$ cat src/hw/rfc_pkg.sv
// rfc_pkg: constants shared by the receiver/frame configuration block
// assumes a 100 MHz system clock and 32-bit configuration packets
package rfc_pkg;

  // apb register byte offsets
  localparam logic [7:0] OFS_PACKET   = 8'h00;
  localparam logic [7:0] OFS_CTRL     = 8'h04;
  localparam logic [7:0] OFS_SEQ      = 8'h08;
  localparam logic [7:0] OFS_STATUS   = 8'h0c;
  localparam logic [7:0] OFS_FRAME_LO = 8'h20;
  localparam logic [7:0] OFS_FRAME_HI = 8'h3c;

  // control and status fields
  localparam int CTRL_RUN_BIT    = 0;
  localparam int STAT_BAT_BIT    = 3;
  localparam int STAT_IGN_BIT    = 4;
  localparam int STAT_STATE_LSB  = 0;

  // sequence commands written to OFS_SEQ[2:0]
  localparam logic [2:0] CMD_OFF       = 3'h0;
  localparam logic [2:0] CMD_SYNC_SLOW = 3'h1;
  localparam logic [2:0] CMD_DATA_FAST = 3'h2;
  localparam logic [2:0] CMD_DATA_SLOW = 3'h3;
  localparam logic [2:0] CMD_SHUTDOWN  = 3'h4;

  // packet layout
  localparam logic [3:0] ON_PREFIX      = 4'h1;
  localparam logic [3:0] IDX_SYNC_SLOW  = 4'h7;
  localparam logic [3:0] IDX_DATA_FAST  = 4'h8;
  localparam logic [3:0] IDX_DATA_SLOW  = 4'h9;
  localparam logic [6:0] SHUT_PREFIX    = 7'h0d;
  localparam logic [4:0] FRAME_PREFIX   = 5'h04;
  localparam logic [7:0] CFG_ID_LO      = 8'h10;
  localparam logic [7:0] CFG_ID_HI      = 8'h1b;
  localparam int         CHECK_BIT      = 19;
  localparam int         STEP_EN_BIT    = 23;
  localparam int         LINE_LSB       = 8;
  localparam int         DUR_W          = 6;

  // reset values
  localparam logic [7:0]       LINE_RST = 8'h00;
  localparam logic [DUR_W-1:0] DUR_RST  = 6'h01;

  // frame table shape
  localparam int FRAME_GROUPS = 8;
  localparam int FRAME_WIDTH  = 16;

  // step time base
  localparam int UNIT_US          = 625;
  localparam int CLK_MHZ          = 100;
  localparam int UNIT_CYCLES      = UNIT_US * CLK_MHZ;

  typedef enum logic [2:0] {
    ST_OFF, ST_SYNC_SLOW, ST_DATA_FAST, ST_DATA_SLOW, ST_SHUT0, ST_SHUT1
  } rfc_state_e;

endpackage

$ cat src/hw/rfc_frame_if.sv
// rfc_frame_if: write, word-read and frame-lookup path to the frame table
// assumes controller and table share one clock
`timescale 1ns/1ns
`default_nettype none
interface rfc_frame_if;
  logic        wrEn;
  logic [2:0]  wrGroup;
  logic [15:0] wrBits;
  logic [2:0]  rdGroup;
  logic [15:0] rdBits;
  logic [6:0]  lookFrame;
  logic        lookHit;

  modport ctl (output wrEn, wrGroup, wrBits, rdGroup, lookFrame,
               input  rdBits, lookHit);
  modport mem (input  wrEn, wrGroup, wrBits, rdGroup, lookFrame,
               output rdBits, lookHit);
endinterface
`default_nettype wire

$ cat src/hw/rfc_frame_mem.sv
// rfc_frame_mem: 128 assigned-frame bits held as eight 16-bit groups
// assumes synchronous active-low reset; read data are registered
`timescale 1ns/1ns
`default_nettype none
module rfc_frame_mem #(
  parameter int GROUPS = rfc_pkg::FRAME_GROUPS,
  parameter int WIDTH  = rfc_pkg::FRAME_WIDTH
) (
  input  wire logic mclk,
  input  wire logic rstn,
  rfc_frame_if.mem  port
);
  import rfc_pkg::*;

  if (GROUPS != 8 || WIDTH != 16) begin : g_bad
    $error("rfc_frame_mem serves only 8 groups of 16 frames");
  end

  logic [WIDTH-1:0] words [GROUPS];

  // table storage; every bit clears at reset
  always_ff @(posedge mclk) begin
    if (!rstn) begin
      for (int i = 0; i < GROUPS; i++) begin
        words[i] <= '0;
      end
    end else if (port.wrEn) begin
      words[port.wrGroup] <= port.wrBits;
    end
  end

  // word read for software, one cycle latency
  always_ff @(posedge mclk) begin
    if (!rstn) begin
      port.rdBits <= '0;
    end else begin
      port.rdBits <= words[port.rdGroup];
    end
  end

  // frame lookup: group 0 holds frames 127..112, so group is the inverted top bits
  always_ff @(posedge mclk) begin
    if (!rstn) begin
      port.lookHit <= 1'b0;
    end else begin
      port.lookHit <= words[~port.lookFrame[6:4]][port.lookFrame[3:0]];
    end
  end
endmodule
`default_nettype wire

$ cat src/hw/rfc_receiver_frame_config.sv
// rfc_receiver_frame_config: packet decoder, receiver sequencer and frame table
// assumes an apb master on mclk; batteryLowIn is an asynchronous pin
// Function
// receiver-on packet fields: index, check flag, line value
// indices 7, 8, 9 select sync, fast data, slow data
// sample battery input when leaving flagged state
// active state's line value drives control lines
// shutdown packet prefix, step bit, enable, duration
// disabled step skips itself and later steps
// wait duration in 625 us units per step
// frame packets 32..39 carry group and sixteen bits
// group zero covers frames 127 down to 112
// frame assigned exactly when its bit set
// host sets bits of all implied frames
// host sets a frame bit before run
// ignore receiver packets while run is set
// ignore receiver-on packets with undefined index
`timescale 1ns/1ns
`default_nettype none
module rfc_receiver_frame_config #(
  parameter int unsigned STEP_UNIT_CYCLES = rfc_pkg::UNIT_CYCLES
) (
  input  wire logic        mclk,
  input  wire logic        rstn,
  input  wire logic        psel,
  input  wire logic        penable,
  input  wire logic        pwrite,
  input  wire logic [7:0]  paddr,
  input  wire logic [31:0] pwdata,
  output logic      [31:0] prdata,
  output logic             pready,
  output logic             pslverr,
  input  wire logic        batteryLowIn,
  input  wire logic [6:0]  frameSel,
  output logic             frameAssigned,
  output logic [7:0]       receiverCtrlLines,
  output logic             batteryLowSeen
);
  import rfc_pkg::*;

  if (STEP_UNIT_CYCLES < 1) begin : g_bad
    $error("STEP_UNIT_CYCLES must be at least one");
  end

  rfc_frame_if frameBus ();

  rfc_frame_mem #(
    .GROUPS (FRAME_GROUPS),
    .WIDTH  (FRAME_WIDTH)
  ) uFrameMem (
    .mclk (mclk),
    .rstn (rstn),
    .port (frameBus.mem)
  );

  // address decode, shared by the error answer and the zeroing of refused read data
  function automatic logic regHit(input logic [7:0] a);
    regHit = (a == OFS_PACKET) || (a == OFS_CTRL) || (a == OFS_SEQ) ||
             (a == OFS_STATUS) ||
             (a >= OFS_FRAME_LO && a <= OFS_FRAME_HI && a[1:0] == 2'h0);
  endfunction

  // receiver-on index to slot; slot 3 means undefined index
  function automatic logic [1:0] onSlot(input logic [3:0] idx);
    unique case (idx)
      IDX_SYNC_SLOW: onSlot = 2'h0;
      IDX_DATA_FAST: onSlot = 2'h1;
      IDX_DATA_SLOW: onSlot = 2'h2;
      default:       onSlot = 2'h3;
    endcase
  endfunction

  logic [31:0]      lastPacket;
  logic             run;
  logic             ignoredSeen;
  logic [7:0]       onLine [3];
  logic [2:0]       onCheck;
  logic [7:0]       shutLine [2];
  logic [1:0]       shutCheck;
  logic [1:0]       shutEn;
  logic [DUR_W-1:0] shutDur [2];
  rfc_state_e       state;
  rfc_state_e       next_state;
  logic [DUR_W-1:0] unitsLeft;
  logic [31:0]      preCnt;
  logic             batMeta;
  logic             batSync;
  logic [31:0]      readValue;

  // apb: a write lands only on the edge that samples pready high
  wire logic       commit   = psel & penable & pready;
  wire logic       wrCommit = commit & pwrite;
  wire logic       pktWr    = wrCommit && paddr == OFS_PACKET;
  wire logic       seqWr    = wrCommit && paddr == OFS_SEQ;
  wire logic [7:0] top      = pwdata[31:24];

  // packet classification
  wire logic       cfgLocked = run && top >= CFG_ID_LO && top <= CFG_ID_HI;
  wire logic [1:0] slot      = onSlot(top[3:0]);
  wire logic       isOn      = top[7:4] == ON_PREFIX && slot != 2'h3;
  wire logic       isShut    = top[7:1] == SHUT_PREFIX;
  wire logic       isFrame   = top[7:3] == FRAME_PREFIX;
  wire logic       onWr      = pktWr && isOn && !cfgLocked;
  wire logic       shutWr    = pktWr && isShut && !cfgLocked;
  wire logic       frameWr   = pktWr && isFrame;

  // frame table hookup; group word goes straight in, bit 15 is the highest frame
  assign frameBus.wrEn      = frameWr;
  assign frameBus.wrGroup   = top[2:0];
  assign frameBus.wrBits    = pwdata[15:0];
  assign frameBus.rdGroup   = paddr[4:2];
  assign frameBus.lookFrame = frameSel;
  assign frameAssigned      = frameBus.lookHit;

  // read mux; frame words rely on the table having read during the setup cycle
  always_comb begin
    readValue = 32'h0;
    if (paddr == OFS_PACKET) begin
      readValue = lastPacket;
    end else if (paddr == OFS_CTRL) begin
      readValue[CTRL_RUN_BIT] = run;
    end else if (paddr == OFS_SEQ || paddr == OFS_STATUS) begin
      readValue[STAT_STATE_LSB +: 3] = state;
      readValue[STAT_BAT_BIT] = batteryLowSeen;
      readValue[STAT_IGN_BIT] = ignoredSeen;
    end else if (paddr >= OFS_FRAME_LO) begin
      readValue = {16'h0, frameBus.rdBits};
    end
  end

  // apb answer: one wait cycle, then pready for exactly one cycle
  always_ff @(posedge mclk) begin
    if (!rstn) begin
      pready  <= 1'b0;
      pslverr <= 1'b0;
      prdata  <= 32'h0;
    end else begin
      pready  <= 1'b0;
      pslverr <= 1'b0;
      if (psel && penable && !pready) begin
        pready  <= 1'b1;
        pslverr <= !regHit(paddr);
        // refused reads answer zero, even where the frame mux would match
        prdata  <= (pwrite || !regHit(paddr)) ? 32'h0 : readValue;
      end
    end
  end

  // software-written control: packet echo and run bit
  always_ff @(posedge mclk) begin
    if (!rstn) begin
      lastPacket <= 32'h0;
      run        <= 1'b0;
    end else begin
      if (pktWr) begin
        lastPacket <= pwdata;
      end
      if (wrCommit && paddr == OFS_CTRL) begin
        run <= pwdata[CTRL_RUN_BIT];
      end
    end
  end

  // receiver-on settings; undefined index leaves everything alone
  always_ff @(posedge mclk) begin
    if (!rstn) begin
      onLine[0] <= LINE_RST;
      onLine[1] <= LINE_RST;
      onLine[2] <= LINE_RST;
      onCheck   <= 3'h0;
    end else if (onWr) begin
      onLine[slot]  <= pwdata[LINE_LSB +: 8];
      onCheck[slot] <= pwdata[CHECK_BIT];
    end
  end

  // shutdown step settings, step chosen by the low bit of the top byte
  always_ff @(posedge mclk) begin
    if (!rstn) begin
      shutLine[0] <= LINE_RST;
      shutLine[1] <= LINE_RST;
      shutDur[0]  <= DUR_RST;
      shutDur[1]  <= DUR_RST;
      shutCheck   <= 2'h0;
      shutEn      <= 2'h0;
    end else if (shutWr) begin
      shutEn[top[0]]    <= pwdata[STEP_EN_BIT];
      shutCheck[top[0]] <= pwdata[CHECK_BIT];
      shutLine[top[0]]  <= pwdata[LINE_LSB +: 8];
      shutDur[top[0]]   <= pwdata[DUR_W-1:0];
    end
  end

  // ignored-packet flag: set wins over a write-one clear
  always_ff @(posedge mclk) begin
    if (!rstn) begin
      ignoredSeen <= 1'b0;
    end else if (pktWr && !(onWr || shutWr || frameWr)) begin
      ignoredSeen <= 1'b1;
    end else if (wrCommit && paddr == OFS_STATUS && pwdata[STAT_IGN_BIT]) begin
      ignoredSeen <= 1'b0;
    end
  end

  // battery pin crosses in through two flops before anything reads it
  always_ff @(posedge mclk) begin
    if (!rstn) begin
      batMeta <= 1'b0;
      batSync <= 1'b0;
    end else begin
      batMeta <= batteryLowIn;
      batSync <= batMeta;
    end
  end

  // line value and check flag of a state
  function automatic logic [7:0] lineFor(input rfc_state_e st);
    unique case (st)
      ST_SYNC_SLOW: lineFor = onLine[0];
      ST_DATA_FAST: lineFor = onLine[1];
      ST_DATA_SLOW: lineFor = onLine[2];
      ST_SHUT0:     lineFor = shutLine[0];
      ST_SHUT1:     lineFor = shutLine[1];
      default:      lineFor = LINE_RST;
    endcase
  endfunction

  function automatic logic checkFor(input rfc_state_e st);
    unique case (st)
      ST_SYNC_SLOW: checkFor = onCheck[0];
      ST_DATA_FAST: checkFor = onCheck[1];
      ST_DATA_SLOW: checkFor = onCheck[2];
      ST_SHUT0:     checkFor = shutCheck[0];
      ST_SHUT1:     checkFor = shutCheck[1];
      default:      checkFor = 1'b0;
    endcase
  endfunction

  wire logic unitTick = preCnt == STEP_UNIT_CYCLES - 1;
  wire logic inShut   = state == ST_SHUT0 || state == ST_SHUT1;
  wire logic stepDone = inShut && unitTick && unitsLeft <= 6'h01;

  // next state; a software command preempts a running shutdown
  always_comb begin
    next_state = state;
    if (seqWr) begin
      unique case (pwdata[2:0])
        CMD_OFF:       next_state = ST_OFF;
        CMD_SYNC_SLOW: next_state = ST_SYNC_SLOW;
        CMD_DATA_FAST: next_state = ST_DATA_FAST;
        CMD_DATA_SLOW: next_state = ST_DATA_SLOW;
        CMD_SHUTDOWN:  next_state = shutEn[0] ? ST_SHUT0 : ST_OFF;
        default:       next_state = state;
      endcase
    end else if (stepDone) begin
      next_state = (state == ST_SHUT0 && shutEn[1]) ? ST_SHUT1 : ST_OFF;
    end
  end

  always_ff @(posedge mclk) begin
    if (!rstn) begin
      state <= ST_OFF;
    end else begin
      state <= next_state;
    end
  end

  // step timer: unit prescaler plus unit count; code zero behaves as one unit
  always_ff @(posedge mclk) begin
    if (!rstn) begin
      preCnt    <= 32'h0;
      unitsLeft <= DUR_RST;
    end else if (next_state != state) begin
      preCnt    <= 32'h0;
      unitsLeft <= shutDur[next_state == ST_SHUT1];
    end else if (inShut) begin
      preCnt <= unitTick ? 32'h0 : preCnt + 32'h1;
      if (unitTick && unitsLeft > 6'h01) begin
        unitsLeft <= unitsLeft - 6'h01;
      end
    end
  end

  // control lines follow the state being entered
  always_ff @(posedge mclk) begin
    if (!rstn) begin
      receiverCtrlLines <= LINE_RST;
    end else begin
      receiverCtrlLines <= lineFor(next_state);
    end
  end

  // battery sample taken on the way out of a flagged state; the sample wins the clear
  always_ff @(posedge mclk) begin
    if (!rstn) begin
      batteryLowSeen <= 1'b0;
    end else if (next_state != state && checkFor(state)) begin
      batteryLowSeen <= batSync;
    end else if (wrCommit && paddr == OFS_STATUS && pwdata[STAT_BAT_BIT]) begin
      batteryLowSeen <= 1'b0;
    end
  end
endmodule
`default_nettype wire

$ cat config.mk
export PLATFORM = sky130hd
export DESIGN_NAME = rfc_receiver_frame_config
export DESIGN_NICKNAME = d
export VERILOG_FILES = /design/src/hw/rfc_pkg.sv /design/src/hw/rfc_frame_if.sv /design/src/hw/rfc_frame_mem.sv /design/src/hw/rfc_receiver_frame_config.sv
export SDC_FILE = /design/constraint.sdc
export NUM_CORES = 1
export LEC_CHECK = 0
export BUFFER_PORTS_ARGS = -buffer_cell sky130_fd_sc_hd__clkbuf_2
export CELL_PAD_IN_SITES_DETAIL_PLACEMENT = 1
export CELL_PAD_IN_SITES_GLOBAL_PLACEMENT = 2
export CORE_MARGIN = 2
export CORE_UTILIZATION = 45
export DETAILED_ROUTE_END_ITERATION = 8
export PLACE_DENSITY = 0.91
export SETUP_SLACK_MARGIN = 0.05
export SYNTH_ARGS = -nofsm -noshare
export SYNTH_HDL_FRONTEND = slang
export SYNTH_SLANG_ARGS = --single-unit
$ cat constraint.sdc
create_clock -name mclk -period 6.4 [get_ports mclk]
set_input_delay 0 -clock mclk [delete_from_list [all_inputs] [get_ports mclk]]
set_output_delay 0 -clock mclk [all_outputs]
set_load 0.05 [all_outputs]
==> metrics <==
Net count, final=1426; Slowest cell on crit path=nor3_2; # resized after CTS=0; cts bufs inserted=36; CP startpoint=pready; slowest cell delay on critical path=920 ps; YS warnings=0; Routability Congestion=0.8205; Port Buffer Count=96; WL final=44.29 mm; Sink Count=324; Synth cell types=75; Crit Path Max Fanout=16; chip height=186.8 µm; share of cells above drive strength 1=0.2000; RSZ-0062 raised after global routing=no; Cell Pwr Density=266.0 mW/mm²; DIE AREA=0.03488 mm²; Worst EP arrival=3820 ps; DIE WIDTH=186.8 µm; Pre-Repair DR Iteration Count=5; most frequent cell after synthesis=edfxtp_1; residual DRC count=0; Avg Inst Size Synth=11.79 µm²; overall power=4.597 mW; placed cells=1744; Post-DP HPWL=29.18 mm; Worst Setup End Kind=flop; Flop pwr share=0.491; sequential area share after synthesis=0.5514; clock skew=16.95 ps; Sw Ratio=0.2252; maximum clock rate=272.7 MHz; max-slew violation count=0; final instance area=0.01728 mm²; first-pass GRT wire length=68.09 mm; Max-Cap Viols=0; CTS Buffer Depth=3; vias in the first global route=11320; Setup Buffers After CTS=0; startpoint types=flop; via-per-instance ratio=5.908; CP required=6550 ps; placed cell area=0.01583 mm²; status=complete, no violations; I/O Pins=97; hold_buf cts=29; TNS Setup=0 ps; H-tree depth=2; final cell count without fillers=1838; Yosys top cell area share=0.3596; Min Hold Slack=12.32 ps; largest net degree at the start of global routing=64; R2R Path Start=pready; WL per Instance=24.10 µm; # rows=66; combinational power share=0.063; clock slew seen by the registers of the worst setup and hold paths=60 ps; synth top area cells=edfxtp_1 36%, dfxtp_1 19%, mux4_2 10%, and2_1 7.4%, nand2_1 3.5%; P_int=3.562 mW; Filler cells=3425; cell mode on critical path=nand4_1; clock network fraction of total power=0.446; initial antenna violation count=0; Starting Density=0.4596; Mapped Nets=1332; worst min path class=input port to flop; peak supply drop=0.0001524 V; area leader, netlist=edfxtp_1; Pleak=6.266 nW; Final ANT Viol Nets=0; Yosys reg bits=324; WS Path Type=flop to flop; Post-synth EDFFs=180; area of the core=0.03270 mm²; GRT Util Overall=0.2536; DR iter-0 viols=968; commonest register cell after synthesis=edfxtp_1; crit-path cells=nand4_1 -> nor4_4 -> nand4_1 -> nor3_2 -> nand2b_1; Synth async-reset ratio=0; final worst-path cycle share=0.5730; Post-Syn Instances=1275; final setup violation count=0; footprint of the multi-input gates=0.006314 mm²; Final Hold Fails=0; normalized max-slew margin=0.1219; HP Start=pwdata[12]; synthesized area=0.01503 mm²; Worst-Skew Late Latency=520 ps; Period minus WS final=3667 ps; Root Driver=clkbuf_16; Layout area overhead=15.00%; Vias=10860; Worst Tran Pin Value=1312 ps; CTS tree=yes; total gr overflow=0; top post-synthesis cells by count=180 x edfxtp_1, 178 x and2_1, 144 x dfxtp_1; Reg area=0.008288 mm²; P_sw=1.035 mW
[area by class of cell]
class,count,area share
clock inverters,14,0.006949
repair buffers,142,0.05198
diodes,1,0.0001448
flip-flops and latches,324,0.4795
well taps,442,0.03200
multi-input cells,848,0.3653
inverters,17,0.003692
clock buffers,50,0.06045
[cells in the final DEF, fill, tap and decap left out, drive strengths merged, types with 3 or more instances in the layout]
cell,netlist,routed
o31ai,3,3
o21ai,43,43
and3,6,6
and2,178,178
nand3,18,18
mux4,70,70
and4,3,3
dlygate4sd3,0,29
dfxtp,144,144
nand2,140,140
mux2i,24,24
nor4,16,16
nor3,25,25
o21a,3,3
edfxtp,180,180
nor2,89,89
clkinv,2,12
o22ai,3,3
or3,6,6
or4b,3,3
a22o,4,4
buf,27,17
nand4,18,18
or2,4,4
mux2,10,10
ha,4,4
a22oi,36,36
clkbuf,59,146
a21oi,62,62
a31oi,3,3
xor2,17,17
a222oi,4,4
inv,15,16
nand2b,6,6
xnor2,20,20
[power groups by stage]
| stage | Clock, mW | Combinational (mW) | Sequential (mW) |
|---|---|---|---|
| 2_1_floorplan | 0 | 0.161 | 2.29 |
| 3_3_place_gp | 0 | 0.261 | 2.30 |
| 3_5_place_dp | 0 | 0.268 | 2.30 |
| 4_1_cts | 2.08 | 0.285 | 2.26 |
| 5_1_grt | 2.15 | 0.303 | 2.26 |
| 6_report | 2.05 | 0.287 | 2.26 |
[metrics by stage]
step,worst slack [ps],utilization
3_3_place_gp,2833,0.4840
4_1_cts,2729,0.5285
6_report,2733,0.5285
5_1_grt,2399,0.5285
3_5_place_dp,2623,0.4840
2_1_floorplan,2971,-
[final timing paths]
check / slack (ps) / cells past startpoint / endpoint
setup / recovery: 2730 / 5 / uFrameMem.words[1][2]
hold / removal: 10 / 3 / lastPacket[12]
setup reg to reg: 2730 / 5 / uFrameMem.words[1][2]
hold reg to reg: 440 / 1 / batSync
[routing by layer]
metal | vias up | global-route usage | routed length (µm)
met2 | 433 | 0.4175 | 21370
met4 | 0 | 0.09280 | 1414
met3 | 90 | 0.04984 | 3009
li1 | 4817 | - | -
met5 | - | 0 | 0
met1 | 5518 | 0.3340 | 18500
[state kept, by name (all words and copies together), names as in the netlist, 2 cells and up]
| name | cells |
|---|---|
| onCheck | 3 |
| preCnt | 32 |
| state | 3 |
| uFrameMem.words | 128 |
| unitsLeft | 6 |
| shutCheck | 2 |
| shutDur | 12 |
| shutEn | 2 |
| onLine | 24 |
| uFrameMem.port.rdBits | 16 |
| lastPacket | 32 |
| receiverCtrlLines | 8 |
| shutLine | 16 |
| prdata | 32 |
[cells by family (layout without fill, tap and decap cells)]
family	count (synthesis)	count (layout)	synth area share
other cells	0	1	0
compound gates	176	176	0.07418
mux	104	104	0.1284
buf+inv	103	223	0.02847
xor+xnor	37	37	0.02156
simple gates	527	527	0.1926
flops	324	324	0.5514
fa+ha+maj	4	4	0.003330
[worst max-delay path: cells and delay by family (launching register included)]
family           cells  cell delay [ps]
and+or+nand+nor      5             2880
DFF                  1              410
Note: power is estimated with default switching activity, not from simulation.
